$ cat src/wdrt_cfg.svh
// Constants for the watchdog reset timer: offsets, keys, counts.
// Assumes inclusion by bare name from the package and the design files.
`ifndef WDRT_CFG_SVH
`define WDRT_CFG_SVH

// Register map; the key register's printed offset is a word index
`define WDRT_SERVICE_KEY_IDX  8'ha6
// Byte address of the key register: four times its index
`define WDRT_SERVICE_KEY_OFF  12'h0298
`define WDRT_STATUS_OFF       12'h0100
`define WDRT_CONTROL_OFF      12'h0104

// Service key bytes
`define WDRT_KEY_FIRST        8'h1e
`define WDRT_KEY_SECOND       8'he1

// Counter geometry
`define WDRT_CNT_WIDTH        14
`define WDRT_CNT_TERMINAL     14'h3fff

// Machine cycle and reset pulse, in oscillator periods
`define WDRT_OSC_PER_MCYCLE   12
`define WDRT_RST_PULSE_OSC    98

// Control field positions
`define WDRT_CTL_PDOWN_BIT    0
`define WDRT_CTL_WAKE_BIT     1

// Status field positions
`define WDRT_STS_ARMED_BIT    0
`define WDRT_STS_HALTED_BIT   1
`define WDRT_STS_PULSE_BIT    2
`define WDRT_STS_KEYHALF_BIT  3

`endif

$ cat src/wdrt_pkg.sv
// Types for the watchdog reset timer.
// Assumes wdrt_cfg.svh is on the include path.
`include "wdrt_cfg.svh"

package wdrt_pkg;

  // Key sequence tracker
  typedef enum logic [0:0] {
    WDRT_KEY_IDLE,
    WDRT_KEY_HALF
  } wdrt_key_t;

  // AHB-Lite slave state
  typedef struct packed {
    logic        pend;
    logic        write;
    logic [11:0] addr;
    logic [31:0] rdata;
  } wdrt_bus_t;

endpackage : wdrt_pkg

$ cat src/wdrt_pulse.sv
// Reset pulse stretcher: one trigger makes a fixed-length high pulse.
// Assumes the trigger is a one-cycle pulse on the same clock.
module wdrt_pulse #(
  parameter int unsigned LENGTH = 98
) (
  // Clock and reset
  input  wire logic hclk,
  input  wire logic hresetn,
  // Trigger and pulse
  input  wire logic trigger,
  output logic      pulse
);

  localparam int unsigned CW = $clog2(LENGTH + 1);

  typedef struct packed {
    logic          on;
    logic [CW-1:0] cnt;
  } wdrt_pulse_st_t;

  wdrt_pulse_st_t st_reg;
  wdrt_pulse_st_t st_next;

  // Load the count on trigger, count down while high
  always_comb begin
    st_next = st_reg;
    if (trigger) begin
      st_next.on  = 1'b1;
      st_next.cnt = CW'(LENGTH - 1);
    end else if (st_reg.on) begin
      if (st_reg.cnt == '0) begin
        st_next.on = 1'b0;
      end else begin
        st_next.cnt = st_reg.cnt - CW'(1);
      end
    end
  end

  // State register
  always_ff @(posedge hclk or negedge hresetn) begin
    if (!hresetn) begin
      st_reg <= '0;
    end else begin
      st_reg <= st_next;
    end
  end

  assign pulse = st_reg.on;

endmodule : wdrt_pulse

$ cat src/wdrt_top.sv
// Watchdog reset timer with AHB-Lite register access and reset-out.
// Assumes hclk is the oscillator (40 MHz); power-down and wake pins async.
//
// Functional notes
// - Fourteen-bit counter, disabled and stopped after reset.
// - Writing 1E then E1 to the key register arms the watchdog.
// - When armed the counter advances once every machine cycle.
// - A machine cycle is twelve oscillator periods.
// - Software cannot disarm; only hardware or overflow reset does.
// - Key sequence while armed clears the counter to zero.
// - Counter reaching 3FFF overflows and resets the device.
// - Overflow drives a high reset pulse of 98 oscillator periods.
// - Key register write-only; counter neither readable nor writable.
// - In power-down the counter holds and does not advance.
// - After interrupt wake, counting waits until the wake pin rises.
// - Idle keeps counting; software wakes periodically to service.
//
// Register access over AHB-Lite is this design's own decision.
`include "wdrt_cfg.svh"

module wdrt_top
  import wdrt_pkg::*;
#(
  parameter int unsigned CNT_WIDTH   = `WDRT_CNT_WIDTH,
  parameter int unsigned MCYCLE_OSC  = `WDRT_OSC_PER_MCYCLE,
  parameter int unsigned PULSE_OSC   = `WDRT_RST_PULSE_OSC
) (
  // Clock and reset
  input  wire logic        hclk,
  input  wire logic        hresetn,
  // AHB-Lite slave
  input  wire logic        hsel,
  input  wire logic [31:0] haddr,
  input  wire logic [1:0]  htrans,
  input  wire logic        hwrite,
  input  wire logic [2:0]  hsize,
  input  wire logic [31:0] hwdata,
  input  wire logic        hready,
  output logic             hreadyout,
  output logic             hresp,
  output logic [31:0]      hrdata,
  // Power state pins
  input  wire logic        power_down,
  input  wire logic        wake_int_n,
  // Reset out
  output logic             reset_out,
  output logic             device_reset
);

  localparam int unsigned PW = $clog2(MCYCLE_OSC);

  // Whole state of the block except the pulse stretcher
  typedef struct packed {
    wdrt_bus_t            bus;
    wdrt_key_t            key;
    logic                 armed;
    logic [CNT_WIDTH-1:0] count;
    logic [PW-1:0]        phase;
    logic                 hold_wake;
    logic                 ovf;
    logic [1:0]           pd_sync;
    logic [1:0]           wk_sync;
    logic                 pd_seen;
    logic                 dev_rst;
  } wdrt_st_t;

  wdrt_st_t st_reg;
  wdrt_st_t st_next;

  logic pulse_q;
  logic take;
  logic wr_key;
  logic run;
  logic [7:0] wbyte;

  // Address phase accepted
  assign take = hsel & hready & htrans[1];

  // Key byte from the data phase
  assign wbyte  = hwdata[7:0];
  assign wr_key = st_reg.bus.pend & st_reg.bus.write &
                  (st_reg.bus.addr == `WDRT_SERVICE_KEY_OFF);

  // Counting enabled: armed, oscillator running, not held after wake
  // Idle leaves the oscillator running, so nothing here stops counting
  assign run = st_reg.armed & ~st_reg.pd_sync[1] & ~st_reg.hold_wake;

  // Next state
  always_comb begin
    st_next = st_reg;
    st_next.ovf = 1'b0;
    st_next.dev_rst = 1'b0;

    // Pin synchronisers
    st_next.pd_sync = {st_reg.pd_sync[0], power_down};
    st_next.wk_sync = {st_reg.wk_sync[0], wake_int_n};
    st_next.pd_seen = st_reg.pd_sync[1];

    // Bus capture: zero wait state slave
    st_next.bus.pend = take;
    if (take) begin
      st_next.bus.write = hwrite;
      st_next.bus.addr  = haddr[11:0];
    end

    // Read data; the key register and counter stay hidden
    st_next.bus.rdata = '0;
    if (take && !hwrite) begin
      unique case (haddr[11:0])
        `WDRT_STATUS_OFF: begin
          st_next.bus.rdata[`WDRT_STS_ARMED_BIT]   = st_reg.armed;
          st_next.bus.rdata[`WDRT_STS_HALTED_BIT]  = st_reg.pd_sync[1];
          st_next.bus.rdata[`WDRT_STS_PULSE_BIT]   = pulse_q;
          st_next.bus.rdata[`WDRT_STS_KEYHALF_BIT] =
            (st_reg.key == WDRT_KEY_HALF);
        end
        `WDRT_CONTROL_OFF: begin
          st_next.bus.rdata[`WDRT_CTL_WAKE_BIT] = st_reg.hold_wake;
        end
        default: begin
          st_next.bus.rdata = '0;
        end
      endcase
    end

    // Power-down exit by interrupt: hold until the pin goes high
    if (st_reg.pd_seen && !st_reg.pd_sync[1] && !st_reg.wk_sync[1]) begin
      st_next.hold_wake = 1'b1;
    end
    if (st_reg.hold_wake && st_reg.wk_sync[1]) begin
      st_next.hold_wake = 1'b0;
    end

    // Key sequence: a key register write other than E1 or 1E, or any write elsewhere, discards a half
    if (wr_key) begin
      unique case (st_reg.key)
        WDRT_KEY_IDLE: begin
          if (wbyte == `WDRT_KEY_FIRST) begin
            st_next.key = WDRT_KEY_HALF;
          end
        end
        WDRT_KEY_HALF: begin
          st_next.key = WDRT_KEY_IDLE;
          if (wbyte == `WDRT_KEY_SECOND) begin
            st_next.armed = 1'b1;
            st_next.count = '0;
            st_next.phase = '0;
          end else if (wbyte == `WDRT_KEY_FIRST) begin
            st_next.key = WDRT_KEY_HALF;
          end
        end
      endcase
    end else if (st_reg.bus.pend && st_reg.bus.write) begin
      st_next.key = WDRT_KEY_IDLE;
    end

    // Machine-cycle prescaler and counter
    if (run && !(wr_key && st_reg.key == WDRT_KEY_HALF &&
                 wbyte == `WDRT_KEY_SECOND)) begin
      if (st_reg.phase == PW'(MCYCLE_OSC - 1)) begin
        st_next.phase = '0;
        st_next.count = st_reg.count + CNT_WIDTH'(1);
        if (st_reg.count == CNT_WIDTH'(`WDRT_CNT_TERMINAL - 1)) begin
          st_next.ovf = 1'b1;
        end
      end else begin
        st_next.phase = st_reg.phase + PW'(1);
      end
    end
    // Power-down holds count and phase

    // Overflow resets the watchdog to disabled; software has no path
    if (st_reg.ovf) begin
      st_next.armed   = 1'b0;
      st_next.count   = '0;
      st_next.phase   = '0;
      st_next.key     = WDRT_KEY_IDLE;
      st_next.dev_rst = 1'b1;
    end
  end

  // State register; disabled from reset
  always_ff @(posedge hclk or negedge hresetn) begin
    if (!hresetn) begin
      st_reg <= '0;
    end else begin
      st_reg <= st_next;
    end
  end

  // Reset-out pulse stretcher
  wdrt_pulse #(
    .LENGTH (PULSE_OSC)
  ) u_pulse (
    .hclk    (hclk),
    .hresetn (hresetn),
    .trigger (st_reg.ovf),
    .pulse   (pulse_q)
  );

  // Outputs
  assign hreadyout    = 1'b1;
  assign hresp        = 1'b0;
  assign hrdata       = st_reg.bus.rdata;
  assign reset_out    = pulse_q;
  assign device_reset = st_reg.dev_rst;

endmodule : wdrt_top

$ cat config.mk
export PLATFORM = sky130hd
export DESIGN_NAME = wdrt_top
export DESIGN_NICKNAME = d
export VERILOG_FILES = /design/src/wdrt_pkg.sv /design/src/wdrt_pulse.sv /design/src/wdrt_top.sv
export VERILOG_INCLUDE_DIRS = /design/src
export SDC_FILE = /design/constraint.sdc
export NUM_CORES = 1
export LEC_CHECK = 0
export BUFFER_PORTS_ARGS = -buffer_cell sky130_fd_sc_hd__buf_2
export CAP_MARGIN = 20
export CORE_UTILIZATION = 43
export CTS_CLUSTER_DIAMETER = 30
export DETAILED_ROUTE_END_ITERATION = 16
export GPL_ROUTABILITY_DRIVEN = 1
export HOLD_SLACK_MARGIN = 0.1
export PLACE_DENSITY = 0.84
export SKIP_LAST_GASP = 1
export SYNTH_ARGS = -nofsm -noshare
export SYNTH_HDL_FRONTEND = slang
export SYNTH_SLANG_ARGS = --single-unit
$ cat constraint.sdc
create_clock -name hclk -period 2.1 [get_ports hclk]
set_input_delay 0.315 -clock hclk [delete_from_list [all_inputs] [get_ports hclk]]
set_output_delay 0.315 -clock hclk [all_outputs]
set_load 0.05 [all_outputs]
==> results of run 1 <==
==> power breakdown <==
group          total, µW  internal, µW  switching [µW]  leakage [µW]
registers           1120          1090            25.2      0.000694
clock network        839           508             331     0.0000714
logic                249          75.3             174      0.000663
==> timing repair <==
| action | in CTS | in global routing |
|---|---|---|
| endpoints found under the setup margin | 21 | 21 |
| hold buffers | 1 | 2 |
| hold endpoints to repair | 3 | 2 |
| pin swaps | 2 | 1 |
| resized for setup | 2 | 1 |
| buffers inserted | 1 | 0 |
==> metal layers <==
metal / GRT usage [%] / wire length (µm) / vias to the layer above
li1: - / - / 928
met1: 20.5 / 2140 / 928
met2: 28.1 / 2390 / 49
met3: 4.27 / 236 / 6
met4: 6.43 / 63 / 0
met5: 0 / 0 / -
==> final timing paths <==
kind / from / to / slack, ns / cells past startpoint
setup / recovery: st_reg[60] / st_reg[13] / -0.04 / 5
hold / removal: haddr[6] / st_reg[66] / 0.25 / 2
setup reg to reg: st_reg[60] / st_reg[13] / -0.04 / 5
hold reg to reg: st_next[3] / st_reg[3] / 0.35 / 0
max in group asynchronous: hresetn / u_pulse.st_reg[5] / 0.97 / 3
min in group asynchronous: hresetn / st_reg[61] / 0.32 / 2
==> metrics by stage <==
| step | instance area [µm²] | setup WS, ns |
|---|---|---|
| 2_1_floorplan | 2810 | -0.0657 |
| 3_3_place_gp | 2880 | -0.0615 |
| 3_5_place_dp | 2880 | -0.0624 |
| 4_1_cts | 3050 | -0.0344 |
| 5_1_grt | 3070 | -0.103 |
| 6_report | 3070 | -0.0385 |
==> area by class of cell <==
cell class	instances	area, µm²
multi-input combinational	182	1170
fill	529	2920
tap	75	93.8
sequential	54	1350
clock inverter	2	60.1
timing repair buffer	47	290
inverter	7	26.3
clock buffer	6	82.6
==> logic make-up (layout without fill, tap and decap cells) <==
family | after synthesis | in the layout | synth area share (%)
DFF | 54 | 54 | 49.9
AOI/OAI and AO/OA | 34 | 34 | 8.04
and+or+nand+nor | 89 | 89 | 19.1
xor gates and xnor gates | 9 | 9 | 2.91
buffers and inverters | 46 | 62 | 11.4
adders and majority gates | 5 | 5 | 2.31
other | 2 | 30 | 0.277
muxes | 15 | 15 | 6.14
==> layout by cell type, fill, tap and decap left out, drive strengths merged, types with 6 or more instances in the layout <==
cell / instances
clkbuf: 6
a21oi: 16
nand4: 12
buf: 44
nor2: 16
conb: 30
or3: 9
nand2: 13
dfrtp: 54
nor4: 6
inv: 7
xnor2: 6
o21ai: 9
mux2: 13
==> summary.md, run 1 <==
The warning count from the yosys run is 0, and the synthesized area per cell is 10.7 µm². 0 antenna diodes ended up in the layout. The synthesis-to-layout area growth came out at 13.4%. Summed over all instances, the cell type with the most area after synthesis is sky130_fd_sc_hd__dfrtp_1.

Entering global routing, the biggest net connects 52 pins. The tools report the setup TNS as -0.461 ns. In the post-synthesis netlist, the cell with the most instances is sky130_fd_sc_hd__dfrtp_1. Summed over all cells, the static leakage comes to 0.00143 µW.

The number of buffer and inverter stages on the critical path was 1; the total power per unit cell area was 718 mW/mm². Global routing used 16.7% of the available tracks. The slowest cell on the critical path was sky130_fd_sc_hd__or4_4.

The count of placed standard cells including taps was 361. The post-layout minimum cycle time is 2.14 ns, and the maximum clock rate is 468 MHz. The initial standard-cell utilization of the core is 45.2%, and the placeable core region is 0.00599 mm². The count of pins on the block boundary came out at 112. Number of flip-flops under the largest register name: 38.

Broken down by cell family, the worst path's largest delay share belongs to simple AND/OR/NAND/NOR gates. The run finished, with violations left. At the end of routability-driven placement, the weighted congestion stood at 0.748. The tools report the antenna violation net count after detailed routing as 0.

The final hold slack is 0.245 ns, and the count of input and output buffers is 33. In this run the biggest area consumer among cell types represents 49.9% of the synthesized area. Setup repair after global routing could not meet its margin everywhere.

The run gives 0 as the final max-slew violation count. The detailed-placement wirelength estimate came out at 3450 µm. STA classifies the critical path startpoint as a flop.

The type of the most critical hold path is input pin to flop. The core utilization of the finished layout came out at 51.3%. Of the cells placed in the final design, the portion with a size suffix greater than 1 is 24.8%.

The path type of the worst setup path was flop to flop. The tool flagged a number of max-cap violations equal to 0. The post-synthesis cell count was 254. The first detailed-routing pass took 4 iterations.

Data on the critical path arrives at its endpoint at 2.32 ns. After detailed routing, the average wire length per cell comes to 12.9 µm. The run gives 0 as the hold violation count in the final report. The largest single stage delay on the critical path is 0.57 ns. After synthesis, the most frequently instantiated cells are sky130_fd_sc_hd__dfrtp_1, sky130_fd_sc_hd__buf_4, sky130_fd_sc_hd__a21oi_1, sky130_fd_sc_hd__nor2_1. After detailed routing, the number of vias per cell comes to 5.12. For this run, the leading register cell type out of synthesis is sky130_fd_sc_hd__dfrtp_1.

The checks that failed: setup timing. For the pin with the worst max-slew slack, the measured transition is 0.638 ns. Residual DRC count: 0. The detailed router finished its first iteration with 103 violations. The tools report the post-layout net count as 378. In the post-synthesis netlist, the biggest area contributors are sky130_fd_sc_hd__dfrtp_1, sky130_fd_sc_hd__buf_4, sky130_fd_sc_hd__mux2_2, sky130_fd_sc_hd__a21oi_1, sky130_fd_sc_hd__nand4_1. The run gives 42 as the unique cell type count in the Yosys netlist. The root cell of the clock tree is sky130_fd_sc_hd__clkbuf_8. The largest driver fanout on the critical path was 18. TritonCTS built the clock tree. On the final layout, the worst clock skew is 0.00796 ns. In this run the cell area of the synthesized design comes to 0.00271 mm². Setup violations remaining at the end of the flow were counted as 18.

The die covers 0.00662 mm². Wires add up to 4830 µm. The floorplan step set the die height to 81.4 µm. The logs give 2 for the maximum count of clock buffers along a single path and 2 for the total number of H-tree levels.

The logs give 54 for the number of sinks handled by clock tree synthesis and 0.449 mV for the largest vdd supply drop. For the worst setup path, the data required time is 2.29 ns. Walking the worst path, the cells encountered are or4b_1 > or4_4 > o41ai_4 > buf_12 > a211oi_1. The run gives 8370 µm as the global-route wire length before repair.

For the remaining global-route overflow, the log shows 0. In this run the core area contains 28 standard-cell rows. Clock-pin slew was measured on the worst setup and hold paths at 0.10 ns. The number of antenna violations at the first check in global routing came out at 0.

The share of the Yosys chip area taken by registers is 49.9%. Via count of the first global-routing pass: 1863. STA classifies the critical path endpoint as a flop.

The final critical path takes up 102% of the cycle. The flop and latch count out of synthesis works out to 54. The tools report the power after layout as 2210 µW. Counting flops with a built-in enable in the synthesized netlist gives 0. The finished layout holds 373 standard cells, fillers aside. From left edge to right edge, the die measures 81.4 µm.

At the later pin of the worst-skew pair, clock insertion delay measures 0.31 ns. The vias after detailed routing came out at 1911. The tools report the number of buffers inserted during clock tree synthesis as 5.

The relative slew slack is 57.5%, and the proportion of synthesized flip-flops having asynchronous set or reset is 100%. The post-layout worst setup margin came out at -0.0385 ns.
No activity file was read; power rests on OpenSTA's default activity.
==> run 2: changes to the inputs <==
- CORE_UTILIZATION: 43 -> 44
- CTS_CLUSTER_SIZE: unset -> 28
- PLACE_DENSITY: 0.84 -> 0.85
- SYNTH_HIERARCHICAL: unset -> 1
==> run 2 against run 1 <==
Compared with the run above: via count up 2.3%; the flow now finishes without violations; final cell count is 1.9% higher; critical path type unchanged; clock skew decreased by 0.0019 ns; area after synthesis grew 2.8%; global-route usage rose by 0.60 points; wire length rose by 6.7%; synthesized cell count increased by 3.1%; register-to-register slack improved by 0.11 ns; highest routed layer unchanged.
==> summary.md, run 2 <==
Leaving out fill and tap cells, the most frequent cell in the layout is sky130_fd_sc_hd__dfrtp_1. The global-route wire length before repair is 8600 µm, and the final max-slew violation count is 0. The count of input and output buffers was 33. For this run, the detailed router's first-pass iteration total came to 5. Synthesis-to-layout area growth: 11.9%. The vias after detailed routing was 1954; the pre-CTS worst setup slack was 0.0890 ns. The global-route usage over all layers is 17.3%, and the maximum count of clock buffers along a single path is 2. In this run the vertical extent of the chip is 81.6 µm.

Summing the areas of all and, or, nand and nor instances in the mapped netlist gives 21.0% of the synthesized area. The initial standard-cell utilization of the core came out at 46.2%. The wire length per cell after detailed routing was 13.6 µm; the warning count from the yosys run was 6. Using the TritonRoute via totals, the vias-per-cell ratio works out to 5.14.

The width of the die came out at 81.6 µm. The number of flops mapped to enable cells by yosys was 0. The count of cells along the worst register-to-register path was 4.

Entering global routing, the biggest net connects 55 pins. After synthesis, the mean cell area works out to 10.6 µm². Leaving out fill and tap cells, the most frequent cells in the layout are sky130_fd_sc_hd__dfrtp_1, sky130_fd_sc_hd__buf_2, sky130_fd_sc_hd__conb_1. The register with the most flip-flops in the layout has 38 of them. TritonCTS built the clock tree. sky130_fd_sc_hd__dfrtp_1 is the most common cell in the netlist.

The number of antenna violations at the first check in global routing is 0, and the leakage dissipation is 0.00144 µW. Of all nets on the critical path, the largest fanout is 3. Summing the areas of all compound-gate instances in the mapped netlist gives 7.82% of the synthesized area. The post-layout net count is 385, and the proportion of synthesized flip-flops having asynchronous set or reset is 100%.

The total number of H-tree levels is 2. Setup repair after global routing left no endpoint under its margin. The flop and latch count out of synthesis works out to 54.

The final period utilization is 96.6%. After synthesis, the largest family of logic cells by area is simple AND/OR/NAND/NOR gates. The repair_antennas step left the layout with diodes totalling 0.

For this run, the leading register cell type out of synthesis is sky130_fd_sc_hd__dfrtp_1. Across the run, the number of max-cap violations was 0. Counting instances in the post-synthesis netlist gives the leading cell types as sky130_fd_sc_hd__dfrtp_1, sky130_fd_sc_hd__buf_4, sky130_fd_sc_hd__nor2_1. Of the cells placed in the final design, the portion with a size suffix greater than 1 is 27.2%. After technology mapping, the gate count stands at 262.

The core region is 0.00603 mm². In the routed design, unresolved DRC markers number 0. For the number of sinks handled by clock tree synthesis, the log shows 54. Data arrives at the worst endpoint at 2.24 ns. After Yosys synthesis, full adders, half adders and majority gates account for 2.25% of the synthesized area. Worst-case clock skew: 0.00603 ns. The run gives 0.309 mV as the largest vdd supply drop. The worst register-to-register path begins at st_reg[68]. The die covers 0.00665 mm². The hold violation count in the final report was 0; the count of placed standard cells including taps was 369. Headroom to the max-slew limit came out at 55.8%. Adding up every negative setup slack in the final design gives 0 ns. The biggest area contributor in the post-synthesis netlist is sky130_fd_sc_hd__dfrtp_1. The run gives 0 as the remaining global-route overflow. CTS placed an instance of sky130_fd_sc_hd__clkbuf_8 at the clock tree root. The run gives 48.5% as the post-synthesis sequential area ratio.

The critical path starts at st_reg[68]. The number of non-filler instances in the completed layout came out at 380. The detailed router finished its first iteration with 121 violations. Clock-pin slew was measured on the worst setup and hold paths at 0.10 ns.

The portion of synthesized area spent on multiplexers is 6.69%. The tools report the endpoint class of the critical path as a flop. Across all setup checks in the final design, the least slack found is 0.0723 ns.

Derived from the worst setup path, the maximum achievable clock frequency is 493 MHz. The worst setup path is launched from a flop. The path type of the worst setup path is flop to flop. By area the synthesized netlist is led by sky130_fd_sc_hd__dfrtp_1, sky130_fd_sc_hd__buf_4, sky130_fd_sc_hd__mux2_2, sky130_fd_sc_hd__nor2_1, sky130_fd_sc_hd__a21oi_1. 112 I/O pins were placed.

The floorplan has 28 rows. The flow ran to the end, and the final reports show no timing, DRC or antenna violations. Once detail routing completed, the nets flagged for antenna violations numbered 0. For the pin with the worst max-slew slack, the measured transition is 0.663 ns.

Synthesis instantiated 51 different standard cells from the library. The clock network latency to the later pin of the worst-skew pair is 0.31 ns, and the power after layout is 2080 µW. The via count of the first global-routing pass is 1907.

In this run the worst hold path is classified as input pin to async pin. Setup violations remaining at the end of the flow were counted as 0. Summed over all layers, the routed wires come to 5150 µm. The post-layout minimum cycle time came out at 2.03 ns. The detailed-placement wirelength estimate was 3810 µm; the fraction of synthesized cell area taken by the top area cell type was 48.5%. Number of buffers inserted during clock tree synthesis: 5. Summing the areas of all xor and xnor instances in the mapped netlist gives 2.52% of the synthesized area. In this run the power density over the cells is 668 mW/mm². At the end of routability-driven placement, the weighted congestion stood at 0.849. The tools report the worst path required time as 2.31 ns. After synthesis the cells add up to 0.00279 mm².
run 2: changes by cell type in the layout (fill, tap and decap cells not counted), sizes merged, moves of 2 or more:
cell,delta
nand3,+3
nand3b,-2
xor2,-2
nor3,+4
o21ai,-2
mux2i,+2
a21oi,-2
nand2,+4
nand4,-7
a211o,+3
and3,+2
nor4,+4
or3,-7
nor2,+5
run 2: worst paths after layout:
path / slack (ns) / to
max: 0.07 / st_reg[6]
min: 0.11 / st_reg[20]
max reg2reg: 0.07 / st_reg[6]
min reg2reg: 0.35 / st_reg[3]
max in group asynchronous: 1.54 / st_reg[10]
min in group hclk: 0.25 / st_reg[61]
run 2: cell type report:
cell class              count  area [µm²]
fillers                   542        2910
well taps                  75        93.8
inverters                   6        22.5
repair buffers             46         280
clock buffers               5        68.8
flip-flops and latches     54        1350
multi-input cells         191        1250
clock inverters             3        47.5
run 2: timing repair:
action,CTS,global route
setup buffers,0,1
hold buffers,1,1
gates resized for setup,0,3
hold endpoints to repair,1,1
setup endpoints to repair,0,3
run 2: logic make-up (layout without fill, tap and decap cells):
group                      count (synthesis)  in the layout
xor gates and xnor gates                   8              8
DFF                                       54             54
AOI/OAI and AO/OA                         32             32
other                                      2             30
muxes                                     17             17
adders and majority gates                  5              5
buffers and inverters                     45             60
and+or+nand+nor                           99             99
run 2: worst max-delay path, stage by stage (launching register included):
cell and delay (ns):
sky130_fd_sc_hd__dfrtp_1 0.39, sky130_fd_sc_hd__or4b_1 0.52, sky130_fd_sc_hd__or4_4 0.58, sky130_fd_sc_hd__nor2_1 0.18, sky130_fd_sc_hd__and4bb_2 0.26
run 2: metrics by stage:
| step | hold slack [ns] | area [µm²] | util (%) |
|---|---|---|---|
| after CTS | 0.102 | 3080 | 51.1 |
| after floorplan | 0.0194 | 2890 | - |
| after global routing | 0.175 | 3120 | 51.7 |
| after global placement | 0.333 | 2960 | 49.0 |
| after detailed placement | 0.336 | 2960 | 49.0 |
| final | 0.111 | 3120 | 51.7 |
run 2: routing by layer:
metal  global-route usage (%)  part of all wire, %  up-vias
li1                         -                    -      945
met1                     21.2                   43      944
met2                     28.9                   51       57
met3                     5.44                  4.8        8
met4                     5.54                  1.2        0
met5                        0                    0        -
run 2: power breakdown:
part	leakage (µW)	switching (µW)	total (µW)	internal [µW]
clock	0.0000591	348	711	364
combinational	0.000762	174	246	72.4
sequential	0.000619	29.7	1130	1100
total	0.00144	552	2080	1530
==> run 3: changes to the inputs <==
- PLACE_DENSITY: 0.85 -> 0.77
==> run 3 against run 2 <==
Compared with the run above: wire length fell by 2.4%; final cell count fell by 0.26%; cell area fell by 0.92%; sequential power barely moved; worst hold slack improved by 0.13 ns; critical path type unchanged; critical endpoint unchanged; largest cell class unchanged.
==> summary.md, run 3 (synthesis gave the netlist of run 2 again) <==
The worst setup path is launched from a flop. The post-layout minimum cycle time was 2.02 ns. Root cell of the clock tree: sky130_fd_sc_hd__clkbuf_8. The post-CTS setup-driven buffer insertion count was 0; the global-route usage over all layers was 17.4%. The total area inside the core boundary comes to 0.00603 mm².

The worst hold path passes through 2 cells. The worst setup path is captured at a flop. In this run, post-CTS repair resized a total of 0 instances. Leaving out fill and tap cells, the most frequent cell in the layout is sky130_fd_sc_hd__dfrtp_1.

Once detailed placement completed, the half-perimeter wirelength came to 3540 µm. The post-layout net count was 384. The number of antenna violations at the first check in global routing was 0. The clock drives 54 sinks.

In this run the most critical hold path is launched from haddr[4]. The total power per unit cell area was 648 mW/mm²; the antenna diode instance count was 0. Final period utilization: 96.0%.

For this design the top-level I/O count stands at 112. In the layout the commonest cells are sky130_fd_sc_hd__dfrtp_1, sky130_fd_sc_hd__buf_2, sky130_fd_sc_hd__conb_1. TritonCTS built the clock tree.

The maximum count of clock buffers along a single path was 2; the data arrival at the endpoint of the critical path was 2.22 ns. By startpoint and endpoint, the worst setup path is classified as flop to flop. The run gives 2 as the total number of H-tree levels. Setup repair after global routing left no endpoint under its margin.

The die covers 0.00665 mm². The run finished with clean final reports. After global routing the overflow that remains totals 0. Tracing the worst setup path back leads to its startpoint at st_reg[68]. The worst-case IR drop observed on VDD is 0.531 mV. For this run, the share of the core covered by cells in the final layout is 51.3%. For the final routed database, the setup TNS stands at 0 ns. The per-cell via count in the routed design is 5.14, and the largest driver fanout on the critical path is 3. Data on the critical path is required at its endpoint by 2.31 ns. The tools report the global-route wire length before repair as 8660 µm.

The final max-slew violation count is 0, and the area of the multi-input gates is 0.00123 mm². The tools report the setup-violating endpoint count in the final report as 0. Number of buffers inserted during clock tree synthesis: 5. In this run the static leakage power is 0.00143 µW. The run gives 0 as the residual DRC count. In the final layout, the share of cells above drive strength 1 is 26.0%. For this configuration, the core starts out at a cell density of 46.2%. The placement row count came out at 28. The worst hold path belongs to the class input pin to flop. The later pin in the worst-skew pair is clocked with a latency of 0.31 ns.

The post-detailed-routing wire length was 5030 µm. Actual transition at the worst max-transition pin: 0.550 ns. The worst-case clock skew is 0.00268 ns, and the largest net degree at the start of global routing is 34.

The count of cells along the worst register-to-register path is 4, and the first-pass iteration count of the detailed router is 4. The antenna violation net count after detailed routing was 0; the wire length per cell after detailed routing was 13.3 µm. The filler cells instantiated in the layout total 556. Via count of the first global-routing pass: 1846. Port buffering added 33 buffers. Across the whole layout, storage elements account for 0.00135 mm². The logs give 0 for the hold violation count in the final report and 0.781 for the global placer's final weighted congestion. The detailed router placed 1949 vias in this run.

Across the run, the number of max-cap violations was 0. The die extent in y is 81.6 µm, and the width of the die is 81.6 µm. The number of flip-flops under the largest register name was 38; the clock transition at the registers of the reported paths was 0.10 ns. The logs give 63.3% for the relative slew slack and 496 MHz for the maximum clock rate. For this block, the initial DRC count from the detailed router was 125. The worst register-to-register path begins at st_reg[68].

Compared with the post-synthesis result, the final layout area differs by 10.9%.
## run 3: changes by cell type in the layout (fill, tap and decap cells not counted), sizes merged
cell         previous run  this run
clkbuf                  5         6
dlygate4sd3             2         3
bufinv                  1         0
buf                    44        42
inv                     8         7
clkinvlp                0         1
## run 3: stage by stage
stage / hold WS (ns) / cells / area [µm²] / worst slack, ns / power [µW]
after floorplan: 0.0194 / 290 / 2890 / 0.154 / 1360
after global placement: 0.325 / 368 / 2960 / 0.103 / 1380
after detailed placement: 0.337 / 368 / 2960 / 0.0958 / 1390
after CTS: 0.230 / 379 / 3090 / 0.0721 / 2030
after global routing: 0.238 / 379 / 3090 / 0.0119 / 2090
final: 0.242 / 379 / 3090 / 0.0833 / 2000
## run 3: final cells by class
class                           instances  share of cell area [%]
Clock buffer                            6                    2.67
Sequential cell                        54                    43.7
Timing Repair Buffer                   45                    9.32
Multi-Input combinational cell        191                    40.0
Inverter                                6                   0.729
Clock inverter                          2                   0.527
Tap cell                               75                    3.04
## run 3: what timing repair did
action / in CTS / in global routing
hold buffers: 3 / 0
endpoints found under the setup margin: 0 / 0
hold endpoints to repair: 23 / 0
## run 3: path summary, 6_finish.rpt
path / to / slack (ns)
min reg2reg: st_next[1] / 0.36
max reg2reg: st_reg[6] / 0.08
min in group asynchronous: st_reg[24] / 0.51
max in group asynchronous: u_pulse/st_reg[1] / 1.04
min: st_reg[64] / 0.24
max: st_reg[6] / 0.08
## run 3: metal layers
metal / up-vias / routed length [µm] / track usage (%)
met2: 44 / 2430 / 28.5
met4: 0 / 61 / 6.43
li1: 945 / - / -
met3: 5 / 139 / 3.22
met1: 955 / 2400 / 22.9
met5: - / 0 / 0
## run 3: power breakdown
group | internal (µW) | switching (µW)
Clock | 272 | 355
Sequential | 1100 | 28.5
Combinational | 76.1 | 175
## run 3: worst max-delay path, cell delays in order, from the launching register on
cell,delay (ns)
sky130_fd_sc_hd__dfrtp_1,0.39
sky130_fd_sc_hd__or4b_1,0.52
sky130_fd_sc_hd__or4_4,0.59
sky130_fd_sc_hd__nor2_1,0.16
sky130_fd_sc_hd__and4bb_2,0.25
